--- config.mk ---
export PLATFORM = sky130hd
export DESIGN_NAME = sarctl_top
export DESIGN_NICKNAME = d
export VERILOG_FILES = /design/src/include/sarctl_pkg.sv /design/src/hw/sarctl_top.sv
export SDC_FILE = /design/constraint.sdc
export NUM_CORES = 1
export LEC_CHECK = 0
export BUFFER_PORTS_ARGS = -buffer_cell sky130_fd_sc_hd__buf_2
export CORE_MARGIN = 4
export CORE_UTILIZATION = 50
export CTS_CLUSTER_SIZE = 20
export DETAILED_ROUTE_END_ITERATION = 10
export HOLD_SLACK_MARGIN = 0.05
export MAX_ROUTING_LAYER = met4
export PLACE_DENSITY = 0.74
export RECOVER_POWER = 50
export SLEW_MARGIN = 25
export SYNTH_ARGS = -nofsm -noshare
export SYNTH_HDL_FRONTEND = slang
export SYNTH_SLANG_ARGS = --single-unit
--- constraint.sdc ---
create_clock -name pclk -period 3.53 [get_ports pclk]
set_clock_uncertainty 0.2 [all_clocks]
set_input_delay 0.353 -clock pclk [delete_from_list [all_inputs] [get_ports pclk]]
set_output_delay 0.353 -clock pclk [all_outputs]
set_load 0.02 [all_outputs]
--- src/include/sarctl_pkg.sv ---
// Constants, register map and field layout of the SAR converter control block.
// Assumes an APB slave with 32-bit data and a 25 MHz pclk.
// What this block does
// - Type code 100 converts continuously; code 110 converts on each PWM pulse.
// - Positive select: 0-13 external, 16-19 temp, ground, reference, half supply.
// - Negative select: 0-13 external, 16 temp sensor, others reserved.
// - Selections 12 and 13 share line driver transmit pins; expect crosstalk.
// - Acquisition closes balance switch, both input switches at sampling position.
// - Conversion start opens balance switch, input switches move to convert position.
// - Bit trials step through all 12 bits, then conversion completes and code is emitted.
// - Pseudo-differential: negative switch picks channel in acquisition, reference later.
// - Single-ended: negative switch tied to ground throughout.
// - Type field bits 2-0: pin, timer 1, timer 0, single software returning to 000.
// - Conversion lasts 14 ADC clocks plus 2/4/8/16 acquisition; speed divides 1 to 32.
// - Ready bit sets at conversion end, raises interrupt, cleared by reading result.
// - Busy pin is high for the duration of each conversion.
package sarctl_pkg;
	localparam logic [11:0] ctrl_offset = 12'h000;
	localparam logic [11:0] pos_offset = 12'h004;
	localparam logic [11:0] neg_offset = 12'h008;
	localparam logic [11:0] stat_offset = 12'h00c;
	localparam logic [11:0] result_offset = 12'h010;
	localparam logic [11:0] irq_stat_offset = 12'h014;
	localparam logic [11:0] irq_mask_offset = 12'h018;
	localparam logic [11:0] reset_offset = 12'h01c;
	localparam logic [12:0] ctrl_reset = 13'h0_000;
	localparam logic [4:0] sel_reset = 5'h00;
	localparam int type_lsb = 0;
	localparam int mode_lsb = 3;
	localparam int power_bit = 5;
	localparam int enable_bit = 7;
	localparam int acq_lsb = 8;
	localparam int speed_lsb = 10;
	localparam int result_lsb = 16;
	localparam logic [2:0] type_pin = 3'h0;
	localparam logic [2:0] type_timer1 = 3'h1;
	localparam logic [2:0] type_timer0 = 3'h2;
	localparam logic [2:0] type_single = 3'h3;
	localparam logic [2:0] type_continuous = 3'h4;
	localparam logic [2:0] type_logic = 3'h5;
	localparam logic [2:0] type_pwm = 3'h6;
	localparam logic [1:0] mode_single_ended = 2'h0;
	localparam logic [1:0] mode_differential = 2'h1;
	localparam logic [1:0] mode_pseudo = 2'h2;
	localparam logic [4:0] pos_last_external = 5'h0d;
	localparam logic [4:0] pos_first_internal = 5'h10;
	localparam logic [4:0] pos_last_internal = 5'h13;
	localparam logic [4:0] neg_temp_sensor = 5'h10;
	localparam int conv_clocks = 14;
	localparam int result_bits = 12;
	localparam logic [31:0] reset_key = 32'h0000_0001;
	typedef enum logic [1:0] {sarctl_idle, sarctl_acquire, sarctl_convert} sarctl_state_type;
endpackage

--- src/hw/sarctl_top.sv ---
// Conversion controller: APB registers, trigger selection, clock divider and
// successive-approximation sequencer driving the analog switch controls.
// Assumes the trigger inputs are asynchronous to pclk and the comparator output
// settles within one pclk of a new trial code, since the front end is clocked by pclk.
`timescale 1ns/100ps
module sarctl_top
(
	input wire logic pclk, // APB clock, 25 MHz
	input wire logic presetn, // Asynchronous reset, active low
	input wire logic psel, // APB select
	input wire logic penable, // APB enable
	input wire logic pwrite, // APB direction
	input wire logic [11:0] paddr, // APB byte address
	input wire logic [31:0] pwdata, // APB write data
	output logic [31:0] prdata, // APB read data
	output logic pready, // APB ready
	output logic pslverr, // APB error for unmapped address
	input wire logic external_convert_trigger_pin, // External start pin
	input wire logic timer1_trigger, // Timer 1 start pulse
	input wire logic timer0_trigger, // Timer 0 start pulse
	input wire logic pwm_trigger, // PWM start pulse
	input wire logic programmable_logic_trigger, // Programmable logic start
	input wire logic comparator_out, // Comparator, pclk domain: high keeps bit
	output logic positive_input_switch, // High: conversion position
	output logic [1:0] negative_input_switch, // 0 channel, 1 reference, 2 ground
	output logic comparator_balance_switch, // High: switch closed
	output logic [4:0] pos_mux_select, // Positive multiplexer select
	output logic [4:0] neg_mux_select, // Negative multiplexer select
	output logic [1:0] adc_mode, // Conversion mode
	output logic adc_power_on, // Analog power enable
	output logic [11:0] dac_code, // Trial code to charge arrays
	output logic conversion_busy_pin, // High during a conversion
	output logic adc_irq // Level interrupt
);
	import sarctl_pkg::*;

	// ****************************************************************
	// Registers and bus
	// ****************************************************************
	logic [12:0] adc_control_reg, next_control;
	logic [4:0] adc_positive_input_select, next_pos;
	logic [4:0] adc_negative_input_select, next_neg;
	logic [11:0] conversion_result_reg, next_result;
	logic conversion_ready_flag, next_ready;
	logic irq_mask, next_mask;
	logic [4:0] pend_pos, next_pend_pos, pend_neg, next_pend_neg;
	logic [31:0] next_prdata;
	logic next_pready, next_pslverr;
	logic wr, rd, access, conv_done, soft_reset;
	sarctl_state_type state, next_state;

	assign access = psel && penable && !pready;
	assign wr = access && pwrite;
	assign rd = access && !pwrite;
	assign soft_reset = wr && paddr == reset_offset && pwdata == reset_key;

	always_comb
	begin
		next_control = adc_control_reg;
		next_pend_pos = pend_pos;
		next_pend_neg = pend_neg;
		next_mask = irq_mask;
		next_ready = conversion_ready_flag;
		next_prdata = 32'h0000_0000;
		next_pready = access;
		next_pslverr = 1'b0;
		if (wr)
		begin
			case (paddr)
				ctrl_offset: next_control = pwdata[12:0];
				pos_offset: next_pend_pos = pwdata[4:0];
				neg_offset: next_pend_neg = pwdata[4:0];
				irq_stat_offset: if (pwdata[0]) next_ready = 1'b0;
				irq_mask_offset: next_mask = pwdata[0];
				reset_offset: ;
				stat_offset, result_offset: ;
				default: next_pslverr = 1'b1;
			endcase
		end
		if (rd)
		begin
			case (paddr)
				ctrl_offset: next_prdata = {19'h0_0000, adc_control_reg};
				pos_offset: next_prdata = {27'h000_0000, pend_pos};
				neg_offset: next_prdata = {27'h000_0000, pend_neg};
				stat_offset, irq_stat_offset: next_prdata = {31'h0, conversion_ready_flag};
				result_offset:
				begin
					next_prdata = {4'h0, conversion_result_reg, 16'h0000};
					next_ready = 1'b0;
				end
				irq_mask_offset: next_prdata = {31'h0, irq_mask};
				default: next_pslverr = 1'b1;
			endcase
		end
		if (conv_done)
		begin
			next_ready = 1'b1; // set wins over the read clear
			if (adc_control_reg[2:0] == type_single)
				next_control[2:0] = type_pin;
		end
		if (soft_reset)
		begin
			next_control = ctrl_reset;
			next_pend_pos = sel_reset;
			next_pend_neg = sel_reset;
			next_ready = 1'b0;
			next_mask = 1'b0;
		end
	end

	always_ff @(posedge pclk or negedge presetn)
	begin
		if (!presetn)
		begin
			adc_control_reg <= ctrl_reset;
			pend_pos <= sel_reset;
			pend_neg <= sel_reset;
			irq_mask <= 1'b0;
			conversion_ready_flag <= 1'b0;
			prdata <= 32'h0000_0000;
			pready <= 1'b0;
			pslverr <= 1'b0;
		end
		else
		begin
			adc_control_reg <= next_control;
			pend_pos <= next_pend_pos;
			pend_neg <= next_pend_neg;
			irq_mask <= next_mask;
			conversion_ready_flag <= next_ready;
			prdata <= next_prdata;
			pready <= next_pready;
			pslverr <= next_pslverr;
		end
	end

	// ****************************************************************
	// Input synchronisers and trigger selection
	// ****************************************************************
	logic [4:0] sync1, sync2, sync_prev;
	logic [4:0] raw_in;
	logic [4:0] rise;
	logic trigger, enable;

	assign raw_in = {programmable_logic_trigger, pwm_trigger,
		timer0_trigger, timer1_trigger, external_convert_trigger_pin};
	always_ff @(posedge pclk or negedge presetn)
	begin
		if (!presetn)
		begin
			sync1 <= 5'h00;
			sync2 <= 5'h00;
			sync_prev <= 5'h00;
		end
		else
		begin
			sync1 <= raw_in;
			sync2 <= sync1;
			sync_prev <= sync2;
		end
	end
	assign rise = sync2 & ~sync_prev;
	assign enable = adc_control_reg[enable_bit] && adc_control_reg[power_bit];

	always_comb
	begin
		case (adc_control_reg[2:0])
			type_pin: trigger = rise[0];
			type_timer1: trigger = rise[1];
			type_timer0: trigger = rise[2];
			type_single: trigger = 1'b1;
			type_continuous: trigger = 1'b1;
			type_logic: trigger = rise[4];
			type_pwm: trigger = rise[3];
			default: trigger = 1'b0;
		endcase
	end

	// ****************************************************************
	// ADC clock divider and conversion sequencer
	// ****************************************************************
	logic [4:0] div_cnt, next_div_cnt, div_limit;
	logic adc_tick;
	logic [4:0] step, next_step, acq_len;
	logic [3:0] bit_idx, next_bit_idx;
	logic [11:0] next_dac;
	logic next_busy;
	logic next_irq;

	always_comb
	begin
		case (adc_control_reg[speed_lsb +: 3])
			3'h0: div_limit = 5'd0;
			3'h1: div_limit = 5'd1;
			3'h2: div_limit = 5'd3;
			3'h3: div_limit = 5'd7;
			3'h4: div_limit = 5'd15;
			default: div_limit = 5'd31;
		endcase
		acq_len = 5'(5'd2 << adc_control_reg[acq_lsb +: 2]);
	end
	assign adc_tick = div_cnt >= div_limit;

	always_comb
	begin
		next_div_cnt = adc_tick ? 5'd0 : 5'(div_cnt + 5'd1);
		next_state = state;
		next_step = step;
		next_bit_idx = bit_idx;
		next_dac = dac_code;
		next_result = conversion_result_reg;
		next_pos = adc_positive_input_select;
		next_neg = adc_negative_input_select;
		conv_done = 1'b0;
		case (state)
			sarctl_idle:
			begin
				next_pos = pend_pos;
				next_neg = pend_neg;
				if (enable && trigger)
				begin
					next_state = sarctl_acquire;
					next_step = 5'd1;
					next_div_cnt = 5'd0;
				end
			end
			sarctl_acquire:
				if (adc_tick)
				begin
					next_step = 5'(step + 5'd1);
					if (step == acq_len)
					begin
						next_state = sarctl_convert;
						next_step = 5'd1;
						next_bit_idx = 4'(result_bits - 1);
						next_dac = 12'h800;
					end
				end
			sarctl_convert:
				if (adc_tick)
				begin
					next_step = 5'(step + 5'd1);
					if (step <= 5'(result_bits))
					begin
						// Keep or drop the trial bit, then try the next one.
						// A synchroniser here would make every trial decide on a stale answer.
						next_dac[bit_idx] = comparator_out;
						if (bit_idx != 4'd0)
						begin
							next_bit_idx = 4'(bit_idx - 4'd1);
							next_dac[bit_idx - 4'd1] = 1'b1;
						end
					end
					if (step == 5'(conv_clocks))
					begin
						next_result = dac_code;
						conv_done = 1'b1;
						next_state = sarctl_idle;
					end
				end
			default: next_state = sarctl_idle;
		endcase
		if (!enable || soft_reset)
			next_state = sarctl_idle;
		next_busy = next_state != sarctl_idle;
		next_irq = next_ready && irq_mask;
	end

	always_ff @(posedge pclk or negedge presetn)
	begin
		if (!presetn)
		begin
			state <= sarctl_idle;
			div_cnt <= 5'd0;
			step <= 5'd0;
			bit_idx <= 4'd0;
			dac_code <= 12'h000;
			conversion_result_reg <= 12'h000;
			adc_positive_input_select <= sel_reset;
			adc_negative_input_select <= sel_reset;
			conversion_busy_pin <= 1'b0;
			adc_irq <= 1'b0;
		end
		else
		begin
			state <= next_state;
			div_cnt <= next_div_cnt;
			step <= next_step;
			bit_idx <= next_bit_idx;
			dac_code <= next_dac;
			conversion_result_reg <= next_result;
			adc_positive_input_select <= next_pos;
			adc_negative_input_select <= next_neg;
			conversion_busy_pin <= next_busy;
			adc_irq <= next_irq;
		end
	end

	// ****************************************************************
	// Switch and multiplexer controls
	// ****************************************************************
	always_ff @(posedge pclk or negedge presetn)
	begin
		if (!presetn)
		begin
			positive_input_switch <= 1'b0;
			negative_input_switch <= 2'd2;
			comparator_balance_switch <= 1'b1;
			pos_mux_select <= sel_reset;
			neg_mux_select <= sel_reset;
			adc_mode <= mode_single_ended;
			adc_power_on <= 1'b0;
		end
		else
		begin
			positive_input_switch <= next_state == sarctl_convert;
			comparator_balance_switch <= next_state != sarctl_convert;
			if (adc_control_reg[mode_lsb +: 2] == mode_single_ended)
				negative_input_switch <= 2'd2;
			else if (adc_control_reg[mode_lsb +: 2] == mode_pseudo)
				negative_input_switch <= next_state == sarctl_convert ? 2'd1 : 2'd0;
			else
				negative_input_switch <= next_state == sarctl_convert ? 2'd1 : 2'd0;
			// Codes 12 and 13 reach the line-driver pins as ordinary selections.
			pos_mux_select <= next_pos;
			neg_mux_select <= next_neg;
			adc_mode <= adc_control_reg[mode_lsb +: 2];
			adc_power_on <= adc_control_reg[power_bit];
		end
	end

	// ****************************************************************
	// Assertions
	// ****************************************************************
	a_busy_tracks_state: assert property (@(posedge pclk) disable iff (!presetn)
		conversion_busy_pin == (state != sarctl_idle)) else $error("busy mismatch");
	a_balance_in_acq: assert property (@(posedge pclk) disable iff (!presetn)
		state == sarctl_acquire |-> comparator_balance_switch && !positive_input_switch)
		else $error("acquire switches wrong");
	a_open_in_conv: assert property (@(posedge pclk) disable iff (!presetn)
		state == sarctl_convert |-> !comparator_balance_switch && positive_input_switch)
		else $error("convert switches wrong");
	a_ready_on_done: assert property (@(posedge pclk) disable iff (!presetn)
		conv_done && !soft_reset |=> conversion_ready_flag) else $error("ready not set");
	a_reserved_no_start: assert property (@(posedge pclk) disable iff (!presetn)
		state == sarctl_idle && adc_control_reg[2:0] == 3'h7 |=> state == sarctl_idle)
		else $error("reserved type started");
	a_single_returns: assert property (@(posedge pclk) disable iff (!presetn)
		conv_done && adc_control_reg[2:0] == type_single && !soft_reset
		|=> adc_control_reg[2:0] == type_pin) else $error("single type kept");
	a_se_ground: assert property (@(posedge pclk) disable iff (!presetn)
		adc_mode == mode_single_ended && $stable(adc_mode) |-> negative_input_switch == 2'd2)
		else $error("single-ended not grounded");
	a_sel_stable: assert property (@(posedge pclk) disable iff (!presetn)
		state != sarctl_idle && $past(state) != sarctl_idle |-> $stable(pos_mux_select))
		else $error("mux changed mid conversion");
	a_conv_done_len: assert property (@(posedge pclk) disable iff (!presetn)
		conv_done |-> step == 5'd14) else $error("wrong conversion length");
	c_conversion: cover property (@(posedge pclk) conv_done);
	c_pseudo: cover property (@(posedge pclk) adc_mode == mode_pseudo && state == sarctl_convert);
	c_irq: cover property (@(posedge pclk) adc_irq);
endmodule

==> flow_results.org <==
** Run status
- Status :: finished with violations
- The checks that failed: max-capacitance violations, max-slew violations.

** Drt
- The highest layer touched by signal routing is met4.
- The first detailed-routing pass ran for 6 iterations.
- After the first detailed-routing iteration, the DRC count stood at 284.
- Final Routed Wirelength :: 14.95 mm
- Via density per instance :: approximately 5.7
- Wire segments on met2 add up to roughly 7.3 mm in the final route.
- In the routed design, unresolved DRC markers number 0.
- For this block, the via count after detailed routing is about 4800.
- After detailed routing, the average wire length per cell comes to 17.80 um.
- Post-route antenna net violation count :: 0
- Met3 WL post-DR :: 978 um
- In the final routing, the length of wire on met1 measures ~6.5 mm.

** Critical path
- CP top delay family :: simple AND/OR/NAND/NOR gates
- Setup crit start :: adc_control_reg[11]
- For the worst setup path, the data required time is 3.63 ns.
- In this design, the stage delay of the slowest critical-path cell is 0.51 ns.
- Worst setup path category :: flop to flop
- Slowest CP cell :: sky130_fd_sc_hd__or2_1
- Critical path cell sequence :: or3_1 > ha_1 > nand2b_1 > a21o_1 > a21oi_1 > or2_1 > mux2_2
- Largest fanout on the critical path :: 14
- Counting both buffers and inverters, the worst setup path holds a total of 0.
- Origin of the critical flop-to-flop path :: adc_control_reg[11]
- Critical Path AT :: 3.02 ns
- Crit path capture type :: flop
- The worst setup path is launched from a flop.

** STA
- Max frequency :: 0.3426 GHz
- Transition time of the tightest slew-check pin :: 1.560 ns
- After layout, the minimum clock period comes to between 2 and 3 ns.
- The final critical path takes up 82.68% of the cycle.
- The final hold violation count is 0.
- Hold timing on the final database bottoms out at a slack of 0.07234 ns.
- Max_slew headroom :: -4.028%
- Max Slew Vio Count :: 65
- Setup violations remaining at the end of the flow were counted as 0.
- In the final timing run, aggregate negative setup slack is 0 ns.
- Setup repair after global routing missed its margin :: no

** Floorplanning
- Initial core utilization :: about half
- Vertical die dimension :: 117.2 um
- Die area :: 13740 sq um
- The initialized floorplan defines 39 standard-cell rows.
- Placeable core region :: 11560 sq um
- Chip width :: between 100 and 150 um
- IO Pins :: between 100 and 150

** Clock tree
- Clock-pin slew on the worst setup and hold paths :: 0.06 ns
- The H-tree was split into 4 levels.
- CTS Sinks :: 126
- The tree is rooted in a sky130_fd_sc_hd__clkbuf_16.
- In this run the deepest clock path goes through 2 buffers.
- The number of clock buffers added by TritonCTS is 17.
- Count of cells resized by post-cts repair :: 0
- TritonCTS built the clock tree.
- Later-pin clock latency in the skew report :: 0.42 ns

** Power
- VDD IR-drop max :: 0.3029 mV
- Power spread over the standard cell area amounts to 445.1 nW/um^2.
- Overall power :: 3.263 mW
- The analysis attributes to cell leakage a power of 3.388 nW.

** Logic synthesis
- Synthesis produced 553 cells.
- Synth Register Bits :: around 130
- The share of the Yosys chip area taken by registers is 52.91%.
- Number of library cell types mapped by synthesis :: 67
- After synthesis, the mean cell area works out to 10.79 sq um.
- Post-synth top flop :: sky130_fd_sc_hd__dfrtp_1
- Yosys warning count :: 0
- Counting flops with an async set or reset pin after synthesis yields a share of 100.0%.
- Fraction of synthesized cell area taken by the top area cell type :: 52.02%
- After synthesis the cells add up to around 6000 sq um.
- Largest area contributor in the netlist :: sky130_fd_sc_hd__dfrtp_1
- Top area cells in the synthesized netlist :: sky130_fd_sc_hd__dfrtp_1 (52%), sky130_fd_sc_hd__mux2_2 (4.9%), sky130_fd_sc_hd__nand2_1 (3.7%)
- Number of enable flip-flop cells after synthesis :: 0

** Placed design
- Count of input and output buffers :: between 100 and 150
- Final HPWL from detailed placement :: 10.62 mm
- Weighted congestion reported at the end of routability-driven placement :: 0.8927

** Layout
- Layout overhead on the synthesized area :: 22.93%
- The register with the most flip-flops in the layout has 25 of them.
- Count of nets after finishing :: 756
- The library cell used most frequently in the layout, excluding fill and tap cells, is sky130_fd_sc_hd__dfrtp_1.
- The top cell types in the final layout, fill and taps aside, are sky130_fd_sc_hd__dfrtp_1 (124), sky130_fd_sc_hd__buf_2 (68), sky130_fd_sc_hd__nand2_1 (59).
- Multi-input gate area in the final layout :: 2590 sq um
- Registers take 3156 sq um.
- Of the cells placed in the final design, the portion with a size suffix greater than 1 is 22.09%.
- The repair_antennas step left the layout with diodes totalling 0.
- Filler cell count in the final layout :: 924

** GRT
- Initial antenna violation count :: 0
- Vias in the first global route :: 4889
- In the global route stage, overall resource usage came out at 23.43%.
- Entering global routing, the biggest net connects between 60 and 70 pins.
- Grt total ovfl :: 0
- Global-route wire length before repair :: roughly 24 mm

** Run
- Max Cap Viol :: 1

** Hold path
- The startpoint identified for the worst hold timing path is penable.
- Hold Crit Class :: primary input to flop
-- cells in the mapped netlist (all sizes together) (3+ instances only) --
cell type	instances
o21ai	9
nand3	12
and2	22
or3	3
nor2b	8
nor4b	4
nand4b	3
or2	5
nand3b	3
a41oi	3
o22ai	6
o221a	3
dfrtp	124
mux2	30
nand4	4
a21oi	31
a2111oi	4
mux2i	10
o31ai	11
nor4	12
nand2b	7
nor3	8
a31oi	5
o21a	3
nor2	41
and3b	3
inv	12
clkbuf	17
nor3b	5
ha	17
nand2	59
a22o	12
buf	20
xor2	4
-- cell type report --
cell class | instances | area share (%)
flip-flops and latches | 126 | 43.04
multi-input cells | 383 | 35.32
repair buffers | 143 | 10.70
clock buffers | 17 | 5.802
well taps | 143 | 2.440
clock inverters | 15 | 2.031
inverters | 13 | 0.6655
-- repair_timing --
action	CTS	global route
hold endpoints to repair	82	0
hold buffers	19	0
setup buffers	0	0
-- power by group --
part / internal, mW / switching, mW
Sequential: 1.46 / 0.00386
Clock: 0.990 / 0.696
Combinational: 0.0468 / 0.0716
-- cell families after synthesis --
| logic type | after synthesis | share of synthesized area (%) |
|---|---|---|
| buf+inv | 50 | 3.818 |
| mux | 40 | 7.342 |
| flops | 126 | 52.91 |
| other cells | 1 | 0.06287 |
| compound gates | 112 | 13.51 |
| fa+ha+maj | 17 | 3.566 |
| simple gates | 202 | 18.06 |
| xor+xnor | 5 | 0.7342 |
-- per-stage QoR --
| step | instances | util, % | cell area [sq um] | setup slack, ns |
|---|---|---|---|---|
| CTS | 840 | 64.19 | 7423 | 0.6080 |
| global placement | 789 | 57.58 | 6659 | 0.7210 |
| floorplan | 559 | - | 5987 | 0.7634 |
| global route | 840 | 63.40 | 7332 | 0.4343 |
| finish | 840 | 63.40 | 7332 | 0.6115 |
| detailed placement | 789 | 57.58 | 6659 | 0.6318 |
-- metal layers --
layer  GRT usage [%]  up-vias
met5               -        -
met4           7.722        0
met3           5.656       15
met2           37.97      188
met1           29.02     2327
li1                -     2242
-- final timing paths --
path	end	slack, ns	cells past startpoint
max	conversion_result_reg[8]	0.61	7
min	pready	0.07	2
max reg2reg	conversion_result_reg[8]	0.61	7
min reg2reg	sync2[3]	0.14	0
max in group asynchronous	pend_pos[2]	0.92	3
min in group asynchronous	adc_irq	0.65	2
-- worst reg2reg max path, stage by stage (launching register included) --
cell and delay, ns:
sky130_fd_sc_hd__dfrtp_1 0.41, sky130_fd_sc_hd__or3_1 0.39, sky130_fd_sc_hd__ha_1 0.27, sky130_fd_sc_hd__nand2b_1 0.14
sky130_fd_sc_hd__a21o_1 0.21, sky130_fd_sc_hd__a21oi_1 0.24, sky130_fd_sc_hd__or2_1 0.51, sky130_fd_sc_hd__mux2_2 0.42
(Power assumes the default switching activity.)
